`src/include/mst_params.svh`:
```
`ifndef MST_PARAMS_SVH
`define MST_PARAMS_SVH

// ----------------------------------------------------------------
// register map
// ----------------------------------------------------------------
`define MST_ADDR_W 8
`define MST_OFS_STATUS 8'h00
`define MST_OFS_IRQ_STAT 8'h04
`define MST_OFS_IRQ_MASK 8'h08
`define MST_OFS_CTRL 8'h0c

// ----------------------------------------------------------------
// field positions
// ----------------------------------------------------------------
`define MST_IDLE_BIT 31
`define MST_CODE_LSB 20
`define MST_CHAN_LSB 16
`define MST_IRQ_FAULT_BIT 0
`define MST_IRQ_IDLE_BIT 1
`define MST_CTRL_ENABLE_BIT 0

// ----------------------------------------------------------------
// reset values and codes
// ----------------------------------------------------------------
`define MST_MASK_RST 2'h0
`define MST_CTRL_RST 1'h1
`define MST_CODE_NONE 4'h0
`define MST_CODE_NO_FIRST 4'h1
`define MST_CODE_NOT_OWNED 4'h2
`define MST_CODE_NULL_NEXT 4'h3
`define MST_CODE_NULL_PTR 4'h4
`define MST_CODE_NULL_LEN 4'h5
`define MST_CODE_SHORT 4'h6

`endif

```
`src/include/mst_pkg.sv`:
```
package mst_pkg;

    // descriptor fields examined by the transmit checker
    typedef struct packed {
        logic first_buffer_flag;
        logic last_buffer_flag;
        logic owned;
        logic [31:0] next_ptr;
        logic [31:0] buf_ptr;
        logic [15:0] buf_len;
        logic [15:0] pkt_len;
    } mst_desc_s;

    typedef struct packed {
        logic valid;
        logic [2:0] channel;
        mst_desc_s desc;
    } mst_desc_req_s;

    typedef struct packed {
        logic fault;
        logic [3:0] code;
    } mst_check_s;

    typedef enum logic [2:0] {
        MST_ST_RESET = 3'b001,
        MST_ST_RUN = 3'b010,
        MST_ST_FAULT = 3'b100
    } mst_state_e;

endpackage : mst_pkg

```
`src/verilog/mst_desc_check.sv`:
```
`timescale 1ns/1ps
`include "mst_params.svh"

module mst_desc_check
    import mst_pkg::*;
(
    input wire logic clk_sys,
    input wire logic rst_n,
    input mst_desc_req_s req,
    output mst_check_s result
);

    logic in_packet_q;
    logic [16:0] sum_q;
    logic [16:0] sum_now;
    mst_check_s res;

    assign sum_now = sum_q + {1'b0, req.desc.buf_len};

    // ----------------------------------------------------------------
    // priority: first listed check wins
    // ----------------------------------------------------------------
    always_comb begin
        res = '0;
        if (req.valid) begin
            if (!in_packet_q && !req.desc.first_buffer_flag) begin
                res = '{fault: 1'b1, code: `MST_CODE_NO_FIRST}; // [RULE_04]
            end else if (!in_packet_q && !req.desc.owned) begin
                res = '{fault: 1'b1, code: `MST_CODE_NOT_OWNED}; // [RULE_04]
            end else if (req.desc.next_ptr == 32'h0000_0000 && !req.desc.last_buffer_flag) begin
                res = '{fault: 1'b1, code: `MST_CODE_NULL_NEXT}; // [RULE_05]
            end else if (req.desc.buf_ptr == 32'h0000_0000) begin
                res = '{fault: 1'b1, code: `MST_CODE_NULL_PTR}; // [RULE_05]
            end else if (req.desc.buf_len == 16'h0000) begin
                res = '{fault: 1'b1, code: `MST_CODE_NULL_LEN}; // [RULE_05]
            end else if (req.desc.last_buffer_flag && (sum_now < {1'b0, req.desc.pkt_len})) begin
                // zero packet length never trips this compare
                res = '{fault: 1'b1, code: `MST_CODE_SHORT}; // [RULE_06] [RULE_09]
            end
        end
    end

    assign result = res;

    always_ff @(posedge clk_sys) begin
        if (!rst_n) begin
            in_packet_q <= 1'b0;
        end else if (req.valid) begin
            in_packet_q <= !req.desc.last_buffer_flag;
        end
    end

    always_ff @(posedge clk_sys) begin
        if (!rst_n) begin
            sum_q <= 17'h0_0000;
        end else if (req.valid) begin
            sum_q <= req.desc.last_buffer_flag ? 17'h0_0000 : sum_now;
        end
    end

endmodule : mst_desc_check

```
`src/verilog/mst_status_regs.sv`:
```
// The strobed register port and the placing of the registers were chosen for this implementation.
`timescale 1ns/1ps
`include "mst_params.svh"

// Operation
// [RULE_01] The idle bit 31 reads 0 during reset and becomes 1 one clock after release.
// [RULE_02] The idle bit reads 1 in the idle state and 0 while the MAC is active.
// [RULE_03] Bits 23..20 hold the transmit host fault code, 0 meaning no fault.
// [RULE_04] Code 1 means first buffer lacks its first flag, code 2 means it is not owned.
// [RULE_05] Code 3 is null next pointer without last flag, 4 null buffer pointer, 5 zero length.
// [RULE_06] Code 6 means summed buffer lengths fall short of packet length; 7..F unused.
// [RULE_07] Software reads the fault code after the host fault interrupt.
// [RULE_08] After a fault the block stays faulted until a hardware reset.
// [RULE_09] A zero packet length is not detected and gives no fault code.
// [RULE_10] Bits 18..16 hold the transmit channel 0..7 of the fault.
// [RULE_11] The channel field clears to zero on a host read of the status word.
// [RULE_12] Reserved bits read zero and code and channel are captured together.
module mst_status_regs
    import mst_pkg::*;
(
    input wire logic clk_sys,
    input wire logic rst_n,
    input wire logic [`MST_ADDR_W-1:0] reg_addr,
    input wire logic [31:0] reg_wdata,
    input wire logic reg_wr,
    input wire logic reg_rd,
    output logic [31:0] reg_rdata,
    input mst_desc_req_s desc_req,
    input wire logic mac_busy,
    output logic tx_halt,
    output logic irq
);

    // ----------------------------------------------------------------
    // state
    // ----------------------------------------------------------------
    mst_state_e state_q;
    logic [3:0] code_q;
    logic [2:0] chan_q;
    logic [1:0] irq_stat_q;
    logic [1:0] irq_mask_q;
    logic ctrl_en_q;
    logic idle_q;
    logic idle_prev_q;
    logic [31:0] rdata_q;
    logic tx_halt_q;
    logic irq_q;
    mst_check_s chk;
    mst_desc_req_s req_gated;
    logic fault_now;
    logic rd_status;
    logic rd_irq;
    logic [31:0] status_word;
    logic [1:0] irq_events;

    // ----------------------------------------------------------------
    // descriptor checker
    // ----------------------------------------------------------------
    always_comb begin
        req_gated = desc_req;
        req_gated.valid = desc_req.valid && (state_q == MST_ST_RUN) && ctrl_en_q;
    end

    mst_desc_check u_check (
        .clk_sys(clk_sys),
        .rst_n(rst_n),
        .req(req_gated),
        .result(chk)
    );

    assign fault_now = chk.fault;
    assign rd_status = reg_rd && (reg_addr == `MST_OFS_STATUS);
    assign rd_irq = reg_rd && (reg_addr == `MST_OFS_IRQ_STAT);

    // ----------------------------------------------------------------
    // main state
    // ----------------------------------------------------------------
    always_ff @(posedge clk_sys) begin
        if (!rst_n) begin
            state_q <= MST_ST_RESET;
        end else begin
            case (state_q)
                MST_ST_RESET: state_q <= MST_ST_RUN;
                MST_ST_RUN: begin
                    if (fault_now) begin
                        state_q <= MST_ST_FAULT;
                    end
                end
                MST_ST_FAULT: state_q <= MST_ST_FAULT; // [RULE_08]
                default: state_q <= MST_ST_RESET;
            endcase
        end
    end

    // ----------------------------------------------------------------
    // idle bit
    // ----------------------------------------------------------------
    always_ff @(posedge clk_sys) begin
        if (!rst_n) begin
            idle_q <= 1'b0; // [RULE_01]
        end else begin
            idle_q <= !mac_busy && !req_gated.valid; // [RULE_01] [RULE_02]
        end
    end

    always_ff @(posedge clk_sys) begin
        if (!rst_n) begin
            idle_prev_q <= 1'b0;
        end else begin
            idle_prev_q <= idle_q;
        end
    end

    // ----------------------------------------------------------------
    // fault code and channel
    // ----------------------------------------------------------------
    always_ff @(posedge clk_sys) begin
        if (!rst_n) begin
            code_q <= `MST_CODE_NONE;
        end else if (fault_now) begin
            code_q <= chk.code; // [RULE_03] [RULE_12]
        end
    end

    always_ff @(posedge clk_sys) begin
        if (!rst_n) begin
            chan_q <= 3'h0;
        end else if (fault_now) begin
            chan_q <= desc_req.channel; // [RULE_10] [RULE_12]
        end else if (rd_status) begin
            chan_q <= 3'h0; // [RULE_11]
        end
    end

    // ----------------------------------------------------------------
    // interrupt status, mask, control
    // ----------------------------------------------------------------
    assign irq_events[`MST_IRQ_FAULT_BIT] = fault_now;
    assign irq_events[`MST_IRQ_IDLE_BIT] = idle_q && !idle_prev_q;

    genvar gi;
    generate
        for (gi = 0; gi < 2; gi++) begin : g_irq
            always_ff @(posedge clk_sys) begin
                if (!rst_n) begin
                    irq_stat_q[gi] <= 1'b0;
                end else if (irq_events[gi]) begin
                    irq_stat_q[gi] <= 1'b1;
                end else if (rd_irq) begin
                    irq_stat_q[gi] <= 1'b0;
                end
            end
        end
    endgenerate

    always_ff @(posedge clk_sys) begin
        if (!rst_n) begin
            irq_mask_q <= `MST_MASK_RST;
        end else if (reg_wr && reg_addr == `MST_OFS_IRQ_MASK) begin
            irq_mask_q <= reg_wdata[1:0];
        end
    end

    always_ff @(posedge clk_sys) begin
        if (!rst_n) begin
            ctrl_en_q <= `MST_CTRL_RST;
        end else if (reg_wr && reg_addr == `MST_OFS_CTRL) begin
            ctrl_en_q <= reg_wdata[`MST_CTRL_ENABLE_BIT];
        end
    end

    always_ff @(posedge clk_sys) begin
        if (!rst_n) begin
            irq_q <= 1'b0;
        end else begin
            irq_q <= |((irq_stat_q | irq_events) & irq_mask_q);
        end
    end

    always_ff @(posedge clk_sys) begin
        if (!rst_n) begin
            tx_halt_q <= 1'b0;
        end else begin
            tx_halt_q <= (state_q == MST_ST_FAULT) || fault_now; // [RULE_08]
        end
    end

    // ----------------------------------------------------------------
    // read path
    // ----------------------------------------------------------------
    always_comb begin
        status_word = 32'h0000_0000; // [RULE_12]
        status_word[`MST_IDLE_BIT] = idle_q;
        status_word[`MST_CODE_LSB +: 4] = code_q;
        status_word[`MST_CHAN_LSB +: 3] = chan_q;
    end

    always_ff @(posedge clk_sys) begin
        if (!rst_n) begin
            rdata_q <= 32'h0000_0000;
        end else if (reg_rd) begin
            case (reg_addr)
                `MST_OFS_STATUS: rdata_q <= status_word;
                `MST_OFS_IRQ_STAT: rdata_q <= {30'h0000_0000, irq_stat_q};
                `MST_OFS_IRQ_MASK: rdata_q <= {30'h0000_0000, irq_mask_q};
                `MST_OFS_CTRL: rdata_q <= {31'h0000_0000, ctrl_en_q};
                default: rdata_q <= 32'h0000_0000;
            endcase
        end else begin
            rdata_q <= 32'h0000_0000;
        end
    end

    assign reg_rdata = rdata_q;
    assign tx_halt = tx_halt_q;
    assign irq = irq_q;

endmodule : mst_status_regs

```
`config.mk`:
```
export PLATFORM = sky130hd
export DESIGN_NAME = mst_status_regs
export DESIGN_NICKNAME = d
export VERILOG_FILES = /design/src/include/mst_pkg.sv /design/src/verilog/mst_desc_check.sv /design/src/verilog/mst_status_regs.sv
export VERILOG_INCLUDE_DIRS = /design/src /design/src/include
export SDC_FILE = /design/constraint.sdc
export NUM_CORES = 1
export LEC_CHECK = 0
export BUFFER_PORTS_ARGS = -buffer_cell sky130_fd_sc_hd__clkbuf_2
export CORE_AREA = 8 8 90 100
export DETAILED_ROUTE_END_ITERATION = 16
export DIE_AREA = 0 0 98 108
export GPL_TIMING_DRIVEN = 0
export PLACE_DENSITY = 0.88
export SETUP_SLACK_MARGIN = 0.1
export SYNTH_ARGS = -nofsm -noshare
export SYNTH_HDL_FRONTEND = slang
export SYNTH_SLANG_ARGS = --single-unit
```
`constraint.sdc`:
```
create_clock -name clk_sys -period 12.5 [get_ports clk_sys]
set_input_delay 3.125 -clock clk_sys [delete_from_list [all_inputs] [get_ports clk_sys]]
set_output_delay 3.125 -clock clk_sys [all_outputs]
set_load 0.005 [all_outputs]
```
==> impl_results.md <==
- CTS sink cnt: 45
- Initial Util: 44.3%
- Gpl congestion: 0.859
- FF+latch area: 901 µm²
- Hold Vio Cnt, Final: 0
- Drt via density: 5.23
- Pre-CTS WS: 5.55 ns
- Setup Skew: 0.00433 ns
- Critical Path End: code_q[1]
- Worst setup margin: 5.84 ns
- Port Buf Inserts: 127
- Placed instance count: 618
- RSZ-0062 raised after global routing: no
- Final Net Count: 718
- Net Sw Frac: 30.6%
- Remaining DRCs: 0
- Worst min-delay path class: flop to flop
- Per-cell routed wire length: 14.9 µm
- Reg-to-Reg Start: u_check.sum_q[0]
- Max_slew headroom: 61.9%
- Static leakage: 2.10 nW
- Share of power burned in registers: 46.1%
- Worst reg2reg setup slack: 8.40 ns
- # rows: 33
- Syn Inst Count: 382
- Die width: 98 µm
- CTS Buf Count: 5
- CTS Hold Buffers Added: 0
- Switching power: 0.102 mW
- Reg clk slew, reported paths: 0.09 ns
- Top FF cell, synth: dfxtp_1
- Synth warnings: 0
- Cell Pwr Density: 80.2 nW/µm²
- Finished Layout Cells: 626
- Final Max Slew Viols: 0
- Area after DPL: 4060 µm²
- Post-cts sizing count: 0
- Vias in the first global route: 3437
- Initial antenna violation count: 0
- R2r endpoint: code_q[1]
- Hold path cells: 1
- Commonest non-fill, non-tap cells in the layout: 127 x clkbuf_2, 45 x dfxtp_1, 31 x ha_1, 28 x inv_1, 26 x nor2_1
- ANT cells: 0
- Int Pwr: 0.231 mW
- CTS Root Cell: clkbuf_8
- Multi-input gate area: 2120 µm²
- Die H: 108 µm
- Syn Area/Cell: 8.47 µm²
- Critical path type: input port to flop
- Grt total ovfl: 0
- Router iterations before antenna repair: 4
- Clock power share: 28.2%
- Core ar.: 7310 µm²
- Critical Path RT: 12.70 ns
- Commonest non-fill, non-tap cell in the layout: clkbuf_2
- Critical path data arrival time: 6.85 ns
- Fin area: 4160 µm²
- DR vias: 3272
- Reg2Reg Depth: 17
- Total GRT Usage: 17.0%
- Area growth, synth to finish: 28.5%
- Die area: 10600 µm²
- Number of synthesized flops with an enable pin: 0
- Synth Register Bits: 45
- CP Capture Type: flop
- Synthesized area: 3240 µm²
- Global-route wire length before repair: 15.1 mm
- Post-route ant nets: 0
- Skew-Pair Late Insertion Delay: 0.30 ns
- DP HPWL: 8.03 mm
- Post-synthesis cell type count: 58
- Min Tclk post-route: 6.66 ns
- Clk buf depth: 2
- Final setup viols: 0
- Seq/Total Area, Yosys: 27.8%
- VDD IR max: 0.0379 mV
- Setup TNS: 0 ns
- Min Hold Slack: 0.461 ns
- Htree depth: 2
- Worst Setup SP: desc_req[16]
- Total power: 0.334 mW
- Status: completed
- Num ports: 182
- FMAX: 150 MHz
- Post-synthesis async set-or-reset flop share: 0%
- Drt initial violations: 107
- Power share of the combinational group: 25.6%
- CTS tree: yes
- Util after Layout: 56.9%
- Fin crit share: 53.2%
- Routed WL: 9.32 mm
- Fraction of layout cells with a size suffix above 1: 32.1%
- Worst-path maximum fanout: 6
- Setup bufs post-CTS: 0
- Maximum number of pins on one net before global-route repair: 17
- Max cap viols: 0
- # fillers: 677
- Worst Setup Start Kind: input port
- Least-Margin Pin Slew: 0.566 ns
## worst min-delay path by stage
stage / slack [ns] / startpoint / to
floorplan: 0.43 / code_q[1] / reg_rdata[21]
global placement: 0.44 / chan_q[0] / reg_rdata[16]
detailed placement: 0.44 / chan_q[1] / reg_rdata[17]
CTS: 0.46 / chan_q[1] / reg_rdata[17]
global route: 0.48 / chan_q[1] / reg_rdata[17]
finish: 0.46 / chan_q[1] / reg_rdata[17]
## synth_stat cells, drive strengths merged (2+ instances only)
master   number  share of area, %
a211oi        5               1.5
a21o          5               1.2
a21oi        22               3.7
a22o         13               3.5
and2         11               2.1
and3          2              0.39
and4          3              0.81
buf          24               5.5
clkbuf        5              0.58
dfxtp        45                28
ha           31                12
inv          28               3.2
mux2i         4               1.2
nand2        25               2.9
nand2b        4              0.77
nand3         6              0.93
nand4         9               1.7
nand4b        2              0.54
nor2         26               3.0
nor2b        11               2.1
nor3          4              0.77
nor4         21               4.1
o211ai        4              0.93
o21a          5               1.2
o21ai        18               2.8
o21bai        2              0.46
o2bb2ai       3              0.81
o31ai         4              0.93
or3           4              0.93
or4           2              0.46
xnor2        10               2.7
xor2          3              0.81
## registers in the layout (all words and copies together) (netlist names)
signal               count
u_check.sum_q           17
reg_rdata                9
chan_q                   3
code_q                   3
state_q                  3
irq_mask_q               2
irq_stat_q               2
ctrl_en_q                1
idle_prev_q              1
idle_q                   1
irq                      1
tx_halt                  1
u_check.in_packet_q      1
## critical path, stage by stage
cell and delay, ns:
clkbuf_2 0.10, ha_1 0.18, inv_1 0.06, fa_1 0.39
nand2b_1 0.18, a21oi_1 0.33, o221ai_4 0.16, a211oi_1 0.34
o21ai_0 0.16, nor2b_1 0.17, xnor2_1 0.13, ha_1 0.30
a211o_1 0.30, nor2_1 0.13, o21ai_0 0.17, nand2_1 0.20
a31oi_4 0.15, a32o_2 0.29
## logic make-up after synthesis
group                    after synthesis  share of synthesized area, %
XOR/XNOR                              13                          3.52
adder cells (fa/ha/maj)               32                          12.6
AND/OR/NAND/NOR                      134                          22.5
other                                  1                         0.116
multiplexers                           5                          1.58
AO/OA/AOI/OAI                         95                          22.5
buffers and inverters                 57                          9.32
flip-flops                            45                          27.8
## power groups by stage
stage	logic [mW]	clock network [mW]	registers (mW)
after floorplan	0.0527	0	0.156
after global placement	0.0808	0	0.156
after detailed placement	0.0846	0	0.157
after CTS	0.0852	0.0963	0.154
after global routing	0.0959	0.103	0.154
final	0.0854	0.0942	0.154
## area by class of cell
type | instances | area share (%)
buffer | 29 | 4.72
clock buffer | 5 | 1.66
clock inverter | 3 | 0.602
inverter | 28 | 2.53
multi-input combinational | 302 | 50.9
sequential | 45 | 21.7
tap | 87 | 2.62
timing repair buffer | 127 | 15.3
## layer usage
layer,global-route usage [%],wire [µm]
met1,16.6,3410
met5,0,0
met4,5.24,158
met2,33.6,5130
met3,4.88,616
(Power assumes the default switching activity.)
